File: src/dfg_map.svh
`ifndef DFG_MAP_SVH
`define DFG_MAP_SVH

// Register offsets
`define DFG_HIGH_THRESHOLD_ADDR 8'h38
`define DFG_HIGH_BACKOFF_ADDR 8'h39
`define DFG_LOW_THRESHOLD_ADDR 8'h3A
`define DFG_LOW_BACKOFF_ADDR 8'h3B
`define DFG_DETECTOR_CONFIG_ADDR 8'h3C
`define DFG_FUNCTION_CHOICE_ADDR 8'h3D
`define DFG_LOGIC_INPUT_CONFIG_ADDR 8'h3E

// Field positions
`define DFG_BACKOFF_MSB 4
`define DFG_DET_GF_MSB 4
`define DFG_DET_GF_LSB 2
`define DFG_DET_KIND_MSB 1
`define DFG_SEL_MSB 1
`define DFG_FLIP_BIT 6
`define DFG_EDGE_BIT 5
`define DFG_STRETCH_MSB 4
`define DFG_STRETCH_LSB 3
`define DFG_GPI_GF_MSB 2

// Reset values
`define DFG_RESET_BYTE 8'h00

// Function choice codes
`define DFG_SEL_DET_FAULT 2'h0
`define DFG_SEL_GPI_FAULT 2'h1
`define DFG_SEL_GPI_FAULT_DET_WARN 2'h2

// Fault kind codes
`define DFG_KIND_HIGH 2'h0
`define DFG_KIND_BOTH 2'h1
`define DFG_KIND_LOW 2'h2
`define DFG_KIND_OFF 2'h3

// Timing
`define DFG_CLK_PERIOD_NS 25
`define DFG_US_NS 1000
`define DFG_GF1_US 5
`define DFG_GF2_US 10
`define DFG_GF3_US 20
`define DFG_GF4_US 30
`define DFG_GF5_US 50
`define DFG_GF6_US 75
`define DFG_GF7_US 100
`define DFG_CYC(us) ((us) * `DFG_US_NS / `DFG_CLK_PERIOD_NS)
`define DFG_STR0_US 10
`define DFG_STR1_US 100
`define DFG_STR2_US 1000
`define DFG_STR3_US 10000

`endif

File: src/dfg_pkg.sv
package dfg_pkg;

   typedef logic [1:0] dfg_code2_t;

   typedef struct packed {
      logic out;
      logic [11:0] cnt;
   } dfg_filt_state_t;

   typedef struct packed {
      logic [7:0] hi_thr;
      logic [4:0] hi_hys;
      logic [7:0] lo_thr;
      logic [4:0] lo_hys;
      logic [2:0] det_gf;
      dfg_code2_t det_kind;
      dfg_code2_t sel;
      logic flip;
      logic edge_mode;
      dfg_code2_t stretch;
      logic [2:0] gpi_gf;
      logic [2:0] pin_s;
      logic pin_q;
      logic gpi_prev;
      logic [18:0] str_cnt;
      logic fault;
      logic warn;
      logic [7:0] rdata;
   } dfg_state_t;

endpackage

File: src/dfg_filter.sv
`timescale 1ns/1ps
`include "dfg_map.svh"

// Output follows the input only after it has held its new level for the coded time
module dfg_filter (
   input wire logic core_clk,
   input wire logic rst_n,
   input wire logic [2:0] gf_code,
   input wire logic din,
   output logic dout
);
   import dfg_pkg::*;

   dfg_filt_state_t st, nx;
   logic [11:0] lim;

   always_comb begin
      case (gf_code)
         3'h1: lim = 12'(`DFG_CYC(`DFG_GF1_US));
         3'h2: lim = 12'(`DFG_CYC(`DFG_GF2_US));
         3'h3: lim = 12'(`DFG_CYC(`DFG_GF3_US));
         3'h4: lim = 12'(`DFG_CYC(`DFG_GF4_US));
         3'h5: lim = 12'(`DFG_CYC(`DFG_GF5_US));
         3'h6: lim = 12'(`DFG_CYC(`DFG_GF6_US));
         3'h7: lim = 12'(`DFG_CYC(`DFG_GF7_US));
         default: lim = 12'h000;
      endcase
   end

   always_comb begin
      nx = st;
      if (din == st.out) begin
         nx.cnt = 12'h000;
      end else if (st.cnt + 12'h001 >= lim) begin
         nx.out = din;
         nx.cnt = 12'h000;
      end else begin
         nx.cnt = st.cnt + 12'h001;
      end
   end

   always_ff @(posedge core_clk or negedge rst_n) begin
      if (!rst_n) begin
         st <= '0;
      end else begin
         st <= nx;
      end
   end

   assign dout = st.out;
endmodule

File: src/dfg_top.sv
`timescale 1ns/1ps
`include "dfg_map.svh"

module dfg_top #(
   parameter int unsigned STR2_CYC = `DFG_CYC(`DFG_STR2_US),
   parameter int unsigned STR3_CYC = `DFG_CYC(`DFG_STR3_US)
) (
   input wire logic core_clk,
   input wire logic rst_n,
   input wire logic [7:0] reg_addr,
   input wire logic [7:0] reg_wdata,
   input wire logic reg_wr,
   input wire logic reg_rd,
   output logic [7:0] reg_rdata,
   input wire logic [7:0] sample_code,
   input wire logic logic_pin,
   output logic fault_out,
   output logic warn_out,
   output logic high_flag_out,
   output logic low_flag_out
);
   import dfg_pkg::*;

   localparam int unsigned STR0_CYC = `DFG_CYC(`DFG_STR0_US);
   localparam int unsigned STR1_CYC = `DFG_CYC(`DFG_STR1_US);

   logic [1:0] rst_s;
   logic sync_rst_n;
   dfg_state_t st, nx;
   logic high_raw, low_raw, high_flag, low_flag;
   logic gpi_filt, gpi_edge, gpi_val, det_fault;
   logic [18:0] str_len;
   logic [8:0] high_sum, low_lim;

   // Release is synchronous so the register file never leaves reset on a partial edge
   always_ff @(posedge core_clk or negedge rst_n) begin
      if (!rst_n) begin
         rst_s <= 2'h0;
      end else begin
         rst_s <= {rst_s[0], 1'b1};
      end
   end
   assign sync_rst_n = rst_s[1];

   // Hysteresis applies only while the flag already stands
   always_comb begin
      high_sum = {1'b0, sample_code} + {4'h0, (high_flag ? st.hi_hys : 5'h00)};
      low_lim = {1'b0, st.lo_thr} + {4'h0, (low_flag ? st.lo_hys : 5'h00)};
      high_raw = high_sum > {1'b0, st.hi_thr};
      low_raw = {1'b0, sample_code} < low_lim;
   end

   dfg_filter u_high_filt (
      .core_clk(core_clk),
      .rst_n(sync_rst_n),
      .gf_code(st.det_gf),
      .din(high_raw),
      .dout(high_flag)
   );

   dfg_filter u_low_filt (
      .core_clk(core_clk),
      .rst_n(sync_rst_n),
      .gf_code(st.det_gf),
      .din(low_raw),
      .dout(low_flag)
   );

   dfg_filter u_gpi_filt (
      .core_clk(core_clk),
      .rst_n(sync_rst_n),
      .gf_code(st.gpi_gf),
      .din(st.pin_q ^ st.flip),
      .dout(gpi_filt)
   );

   always_comb begin
      case (st.det_kind)
         `DFG_KIND_HIGH: det_fault = high_flag;
         `DFG_KIND_BOTH: det_fault = high_flag | low_flag;
         `DFG_KIND_LOW: det_fault = low_flag;
         default: det_fault = 1'b0;
      endcase
      case (st.stretch)
         2'h0: str_len = 19'(STR0_CYC);
         2'h1: str_len = 19'(STR1_CYC);
         2'h2: str_len = 19'(STR2_CYC);
         default: str_len = 19'(STR3_CYC);
      endcase
      gpi_edge = gpi_filt & ~st.gpi_prev;
      gpi_val = st.edge_mode ? (st.str_cnt != 19'h00000) : gpi_filt;
   end

   always_comb begin
      nx = st;
      if (reg_wr) begin
         if (reg_addr == `DFG_HIGH_THRESHOLD_ADDR) begin
            nx.hi_thr = reg_wdata;
         end else if (reg_addr == `DFG_HIGH_BACKOFF_ADDR) begin
            nx.hi_hys = reg_wdata[`DFG_BACKOFF_MSB:0];
         end else if (reg_addr == `DFG_LOW_THRESHOLD_ADDR) begin
            nx.lo_thr = reg_wdata;
         end else if (reg_addr == `DFG_LOW_BACKOFF_ADDR) begin
            nx.lo_hys = reg_wdata[`DFG_BACKOFF_MSB:0];
         end else if (reg_addr == `DFG_DETECTOR_CONFIG_ADDR) begin
            nx.det_gf = reg_wdata[`DFG_DET_GF_MSB:`DFG_DET_GF_LSB];
            nx.det_kind = reg_wdata[`DFG_DET_KIND_MSB:0];
         end else if (reg_addr == `DFG_FUNCTION_CHOICE_ADDR) begin
            nx.sel = reg_wdata[`DFG_SEL_MSB:0];
         end else if (reg_addr == `DFG_LOGIC_INPUT_CONFIG_ADDR) begin
            nx.flip = reg_wdata[`DFG_FLIP_BIT];
            nx.edge_mode = reg_wdata[`DFG_EDGE_BIT];
            nx.stretch = reg_wdata[`DFG_STRETCH_MSB:`DFG_STRETCH_LSB];
            nx.gpi_gf = reg_wdata[`DFG_GPI_GF_MSB:0];
         end
      end
      if (reg_rd) begin
         if (reg_addr == `DFG_HIGH_THRESHOLD_ADDR) begin
            nx.rdata = st.hi_thr;
         end else if (reg_addr == `DFG_HIGH_BACKOFF_ADDR) begin
            nx.rdata = {3'h0, st.hi_hys};
         end else if (reg_addr == `DFG_LOW_THRESHOLD_ADDR) begin
            nx.rdata = st.lo_thr;
         end else if (reg_addr == `DFG_LOW_BACKOFF_ADDR) begin
            nx.rdata = {3'h0, st.lo_hys};
         end else if (reg_addr == `DFG_DETECTOR_CONFIG_ADDR) begin
            nx.rdata = {3'h0, st.det_gf, st.det_kind};
         end else if (reg_addr == `DFG_FUNCTION_CHOICE_ADDR) begin
            nx.rdata = {6'h00, st.sel};
         end else if (reg_addr == `DFG_LOGIC_INPUT_CONFIG_ADDR) begin
            nx.rdata = {1'b0, st.flip, st.edge_mode, st.stretch, st.gpi_gf};
         end else begin
            nx.rdata = 8'h00;
         end
      end
      // Pin crosses in through three stages; only agreeing late stages count
      nx.pin_s = {st.pin_s[1:0], logic_pin};
      if (st.pin_s[1] == st.pin_s[2]) begin
         nx.pin_q = st.pin_s[2];
      end
      nx.gpi_prev = gpi_filt;
      // A fresh edge restarts the pulse rather than queueing a second one
      if (st.edge_mode && gpi_edge) begin
         nx.str_cnt = str_len;
      end else if (st.str_cnt != 19'h00000) begin
         nx.str_cnt = st.str_cnt - 19'h00001;
      end
      case (st.sel)
         `DFG_SEL_DET_FAULT: begin
            nx.fault = det_fault;
            nx.warn = 1'b0;
         end
         `DFG_SEL_GPI_FAULT: begin
            nx.fault = gpi_val;
            nx.warn = 1'b0;
         end
         `DFG_SEL_GPI_FAULT_DET_WARN: begin
            nx.fault = gpi_val;
            nx.warn = det_fault;
         end
         default: begin
            nx.fault = 1'b0;
            nx.warn = 1'b0;
         end
      endcase
   end

   always_ff @(posedge core_clk or negedge sync_rst_n) begin
      if (!sync_rst_n) begin
         st <= '0;
      end else begin
         st <= nx;
      end
   end

   assign reg_rdata = st.rdata;
   assign fault_out = st.fault;
   assign warn_out = st.warn;
   assign high_flag_out = high_flag;
   assign low_flag_out = low_flag;
endmodule

File: config.mk
export PLATFORM = sky130hd
export DESIGN_NAME = dfg_top
export DESIGN_NICKNAME = d
export VERILOG_FILES = /design/src/dfg_pkg.sv /design/src/dfg_filter.sv /design/src/dfg_top.sv
export VERILOG_INCLUDE_DIRS = /design/src /design/src/src
export SDC_FILE = /design/constraint.sdc
export NUM_CORES = 1
export LEC_CHECK = 0
export ABC_AREA = 1
export BUFFER_PORTS_ARGS = -buffer_cell sky130_fd_sc_hd__buf_2
export CELL_PAD_IN_SITES_DETAIL_PLACEMENT = 1
export CELL_PAD_IN_SITES_GLOBAL_PLACEMENT = 2
export CORE_AREA = 5 5 175 127
export DETAILED_ROUTE_END_ITERATION = 10
export DIE_AREA = 0 0 180 132
export PLACE_DENSITY = 0.84
export SLEW_MARGIN = 20
export SYNTH_ARGS = -nofsm -noshare
export SYNTH_HDL_FRONTEND = slang
export SYNTH_SLANG_ARGS = --single-unit
File: constraint.sdc
create_clock -name core_clk -period 4.5 [get_ports core_clk]
set_clock_uncertainty 0.15 [all_clocks]
set_input_delay 0.9 -clock core_clk [delete_from_list [all_inputs] [get_ports core_clk]]
set_output_delay 0.9 -clock core_clk [all_outputs]
set_load 0.1 [all_outputs]
== After elaboration in Yosys (flattened, before gate mapping) ==
Index checks and enable logic that the tools add are counted.

* Multipliers: 0
* Divide/modulo/power cells: 0
* Reductions and logical operators: 16
* Eq/ne operators: 31
* Bitwise operators: 13
* $add $sub $neg: 6
* $lt $le $gt $ge: 5
* Mux-type cells: 23
* Shifts and indexed selects: 0

{| class="wikitable"
|+ Operators by type and width
! cell !! count
|-
| $pmux 12 s7 || 2
|-
| $mux 12 || 6
|-
| $pmux 19 s3 || 1
|-
| $eq 8x6->1 const B || 7
|-
| $mux 19 || 2
|-
| $add 12x1->12 const B || 3
|-
| $ge 12x12->1 || 3
|-
| $mux 7 || 4
|-
| $eq 3x3->1 const B || 8
|-
| $mux 8 || 3
|-
| $reduce_bool 19->1 || 1
|-
| $sub 19x1->19 const B || 1
|-
| $add 8x5->9 || 2
|-
| $eq 3x2->1 const B || 4
|-
| $mux 5 || 2
|-
| $not 1->1 || 10
|-
| $gt 9x8->1 || 1
|-
| $lt 8x9->1 || 1
|-
| $reduce_and 2->1 || 4
|-
| $reduce_and 8->1 || 1
|-
| $reduce_and 7->1 || 1
|-
| $eq 2x1->1 const B || 3
|-
| $eq 2x2->1 const B || 3
|-
| $eq 3x1->1 const B || 2
|-
| other kinds (14) || 19
|}

* Flip-flop bits (word level): 115
* Output and inout bits: 12
* Latch bits: 0
* Memory bits (writable): 0
* Bits in read-only memories: 0
* Memories: 0
* Word-level logic and storage cells: 119
* Input port bits: 29

== Depth between registers and ports, before layout ==
* Word-level depth: 8
* Mapped depth: 23
* Depth with buffers taken out: 22

== Cells and area by module ==
A second synthesis with hierarchy kept.

* Cells, all modules: 1,057
* Area total of the unflattened synthesis: 7,950.1 µm²

{| class="wikitable"
|+ Modules (own cells, without submodules)
! module !! times used !! area each (µm²) !! seq. area each (µm²) !! cells each
|-
| dfg_top || 1 || 4,894.7 || 1,901.8 || 628
|-
| dfg_filter || 3 || 1,018.5 || 325.3 || 143
|}

== Least setup slack after synthesis ==
OpenSTA, ideal clock, no wires.

* Kind: flip-flop to flip-flop
* From: register u_high_filt.st, in the netlist u_high_filt.dout
* To: register u_high_filt.st[2] in the netlist's numbering
* Library setup time: 0.115 ns
* Path buffers: 1
* Path slack: 0.893 ns
* Period minus slack after synthesis: 3.607 ns
* Stages on the path, launching flop included: 24
* Data required time: 4.235 ns
* Data arrival time: 3.341 ns
* Cell sequence: dfrtp_1 nand2_1 inv_1 ha_1 inv_1 fa_1 o21ai_2 nand2_1 a21oi_2 xnor2_1 inv_1 ha_1 nand2_1 inv_1 nand2_1 nand2_1 nand2_1 nand2_1 nand2_1 nand2_1 nand2_1 nand2_1 buf_6 nor2_1

{| class="wikitable"
|+ RTL lines
! element !! line !! text
|-
| from (decl) || dfg_filter.sv:14 || <nowiki>dfg_filt_state_t st, nx;</nowiki>
|-
| from (signal assigned) || dfg_filter.sv:46 || <nowiki>st <= nx;</nowiki>
|}

==> run summary <==
The cell type contributing the most total cell area after synthesis is dfrtp_1. The count of antenna diodes in the layout was 0. The worst setup path is launched from a register. After detailed routing, the total wire length is 20100 um. Area of the multi-input gates: 3860 um^2.

Hold violation count in the final report: 0. Ranked by total cell area, the synthesized netlist is headed by dfrtp_1, nand2_1, ha_1. Among all cell types in the netlist, the one instantiated most often is nand2_1. Summing the areas of all fa, ha and maj instances in the mapped netlist gives 11.2% of the synthesized area.

For the worst-skew pair, the clock arrives at the later sink with an insertion delay of 0.43 ns. Summing every instance area after synthesis gives 7370 um^2. The number of buffers on the longest clock path is 2. In the routed layout, each cell is associated on average with a via count of 4.79.

The start of the worst register-to-register path was u_low_filt.dout. In the final layout, flip-flops and latches occupy 2880 um^2. The critical path capture point type is a register. The tools report the count of H-tree levels built during CTS as 4. For the iteration-0 DRC count of the detailed router, the log shows 330. The non-filler instance count after layout was 1277; the global-route wire length before repair was 33400 um. The area of the die was 23800 um^2; the number of buffers inserted to repair setup after CTS was 0.

Setup repair after global routing left no endpoint under its margin. The initial antenna violation count is 0. The core outline area was 20300 um^2; the ratio of cells with drive above 1 in the final layout was 11.5%. Endpoint of the lowest-slack register-to-register path: u_low_filt.st[2]. Dominant combinational cell family by area after synthesis: simple AND/OR/NAND/NOR gates. Setup violations remaining at the end of the flow were counted as 0.

The post-cts hold buffer count was 0; the fraction of synthesized cell area in xor and xnor cells was 5.11%. Dominant register cell in the synthesized netlist: dfrtp_1. The tools report the number of nets in the finished design as 1081. The clock drives 115 sinks. Class of the tightest hold or removal check: input port to asynchronous set/reset pin. After clock tree synthesis, the repair step resized 0 gates.

The run finished with clean final reports. After layout, the worst path uses 80.0% of the clock period. The initialized floorplan defines 44 standard-cell rows. Measured against its own limit, the worst slew margin works out to 41.0%. Number of buffers added by the clock tree synthesis step: 17. The die is 180 um wide. Along the worst path, the maximum fanout reaches 12. Synthesis handed over a netlist of 948 instances. The number of placed instances, taps included, is 1245. The portion of synthesized area spent on multiplexers is 0%. In the synthesized netlist the async set-or-reset flop fraction comes to 100%. Final hold analysis gives a worst-case slack of 0.103 ns. The post-synthesis area per instance is 7.78 um^2.

The synthesized design contains 115 register bits. The tools report the proportion of synthesized chip area in sequential cells as 39.0%. For the final routed database, the setup TNS stands at 0 ns.

In the synthesized netlist, the cells that appear most often are nand2_1, inv_1, dfrtp_1. The synthesized netlist net count was 1041. VDD sags by at most 0.000297 V. The critical path is of the register to register type.

Counting cells, the worst reg-to-reg path comes to 18. Across every metal layer, demand over resource in global routing totals 17.6%. The required arrival time at the worst endpoint came out at 4.69 ns. The area growth from synthesis to layout is 13.3%.

Data arrival time of the critical path: 3.79 ns. TritonCTS built the clock tree. The tools report the number of max-capacitance violations reported as 0. I/O pin count: 41. The final routed wire length divided by cell count is 15.8 um. The count of pins over their slew limit was 0; the estimated wirelength of the detail-placed design was 15800 um.

Of the post-synthesis cell area, the dominant cell type holds 39.0%. At the end of routability-driven placement, the weighted congestion stood at 0.836. The maximum number of pins on one net before global-route repair came out at 65. The number of different library cells in the post-synthesis netlist is 50, and the number of vias in the routed layout is 6115. The cell sitting at the root of the clock tree is a clkbuf_16. For the pin with the worst max-slew slack, the measured transition is 0.885 ns.

The detailed-router iteration count before antenna repair came out at 5. The minimum clock period was 3.60 ns; the count of flip-flops with a built-in enable after synthesis was 0. In this run the power density over the cells is 387 nW/um^2. The run gives 36.3% as the effective utilization at floorplan. Total DRC errors in the routed layout: 0. Summing the areas of all compound-gate instances in the mapped netlist gives 10.5% of the synthesized area. The floorplan step set the die height to 132 um. Fill cells in the final layout number 2533.

The achievable frequency is 278 MHz, and the clock transition at the register clock pins on the worst setup and hold paths after CTS is 0.05 ns. In this run the remaining antenna-violating nets after routing total 0. Leakage power: 4.23 nW.

The count of input and output buffers works out to 40. Summing the areas of all and, or, nand and nor instances in the mapped netlist gives 25.5% of the synthesized area. For the overflow left after global routing, the log shows 0. The register-to-register path setup slack was 0.90 ns.

Yosys printed 0 warnings. The number of global-route vias before repair was 6282; the core utilization of the finished layout was 41.1%.
==> power breakdown <==
part	switching, mW	internal (mW)	total, mW	leakage, nW
Clock	0.485	0.781	1.27	0.269
Sequential	0.124	1.15	1.27	1.55
Combinational	0.485	0.214	0.699	2.41
Total	1.09	2.14	3.23	4.23
==> cells by family after synthesis <==
group | Yosys count
DFF | 115
AOI/OAI and AO/OA | 140
adders and majority gates | 65
other | 1
buffers and inverters | 154
xor gates and xnor gates | 43
and+or+nand+nor | 430
==> stage by stage <==
step           worst slack [ns]  power [mW]  cell area (um^2)
2_1_floorplan             0.893        1.80              7370
3_3_place_gp              0.748        1.97              7800
3_5_place_dp              0.641        1.99              7800
4_1_cts                   0.922        3.28              8350
5_1_grt                   0.641        3.44              8350
6_report                  0.900        3.23              8350
==> cell type report <==
class | count | share of cell area, %
Multi-Input combinational cell | 679 | 46.2
Sequential cell | 115 | 34.5
Inverter | 132 | 5.95
Clock buffer | 22 | 5.56
Tap cell | 276 | 4.13
Timing Repair Buffer | 43 | 2.67
Clock inverter | 10 | 1.00
==> layer usage <==
layer  vias up  part of all wire, %  track usage, %
met5         -                    0               0
met4         0                 0.94            3.93
met3        15                  2.1            3.50
met2        58                   42            25.3
met1      2918                   55            27.1
li1       3124                    -               -
==> placed cells by master (no fill, tap or decap), types with 2 or more instances in the layout <==
cell type / instances
clkbuf_1: 3
nor3_1: 15
clkinvlp_4: 2
xor2_1: 25
nand2_1: 235
clkbuf_16: 17
ha_1: 62
buf_4: 3
or2_2: 3
inv_1: 127
dfrtp_1: 114
o21ai_1: 2
inv_2: 4
nand4_1: 17
a21oi_1: 43
a21oi_2: 2
clkinv_2: 7
a31oi_1: 3
nor3_2: 4
nor2_1: 88
nand3_1: 37
o21ai_0: 67
a22oi_1: 2
nand2_2: 6
o22ai_1: 4
nor2_4: 2
fa_1: 2
buf_2: 40
clkbuf_8: 2
nand3_2: 2
o21a_1: 4
nor3_4: 2
xnor2_1: 18
nor2_2: 13
o21bai_1: 4
==> critical path, cell delays in order, from the launching register on <==
cell and delay (ns):
dfrtp_1 0.56, nand2_1 0.14, inv_1 0.05, ha_1 0.20, fa_1 0.41, nand3_1 0.15
nand2_2 0.08, nand2_1 0.08, a21oi_1 0.08, xor2_1 0.14, ha_1 0.29, a21o_1 0.16
nand4_1 0.08, nand2_1 0.07, nor2_2 0.25, nand2_1 0.12, nand2_1 0.09, nand2_2 0.23
nor2_2 0.17
==> worst max-delay path by stage <==
| stage | slack (ns) | startpoint | end | depth (start not counted) |
|---|---|---|---|---|
| after floorplan | 0.89 | u_high_filt.dout | u_high_filt.st[2] | 23 |
| after global placement | 0.75 | sample_code[0] | u_high_filt.st[5] | 21 |
| after detailed placement | 0.64 | sample_code[0] | u_high_filt.st[2] | 21 |
| after CTS | 0.92 | u_low_filt.dout | u_low_filt.st[11] | 17 |
| after global routing | 0.64 | u_high_filt.dout | u_high_filt.st[9] | 22 |
| final | 0.90 | u_low_filt.dout | u_low_filt.st[2] | 18 |
==> sequential cells by signal (all words and copies together), names as in the netlist, 2 cells and up <==
signal,count
u_low_filt.st,12
u_high_filt.st,12
reg_rdata,8
nx,2
u_gpi_filt.st,12
st,62
rst_s,2
No activity file was read; power rests on OpenSTA's default activity.
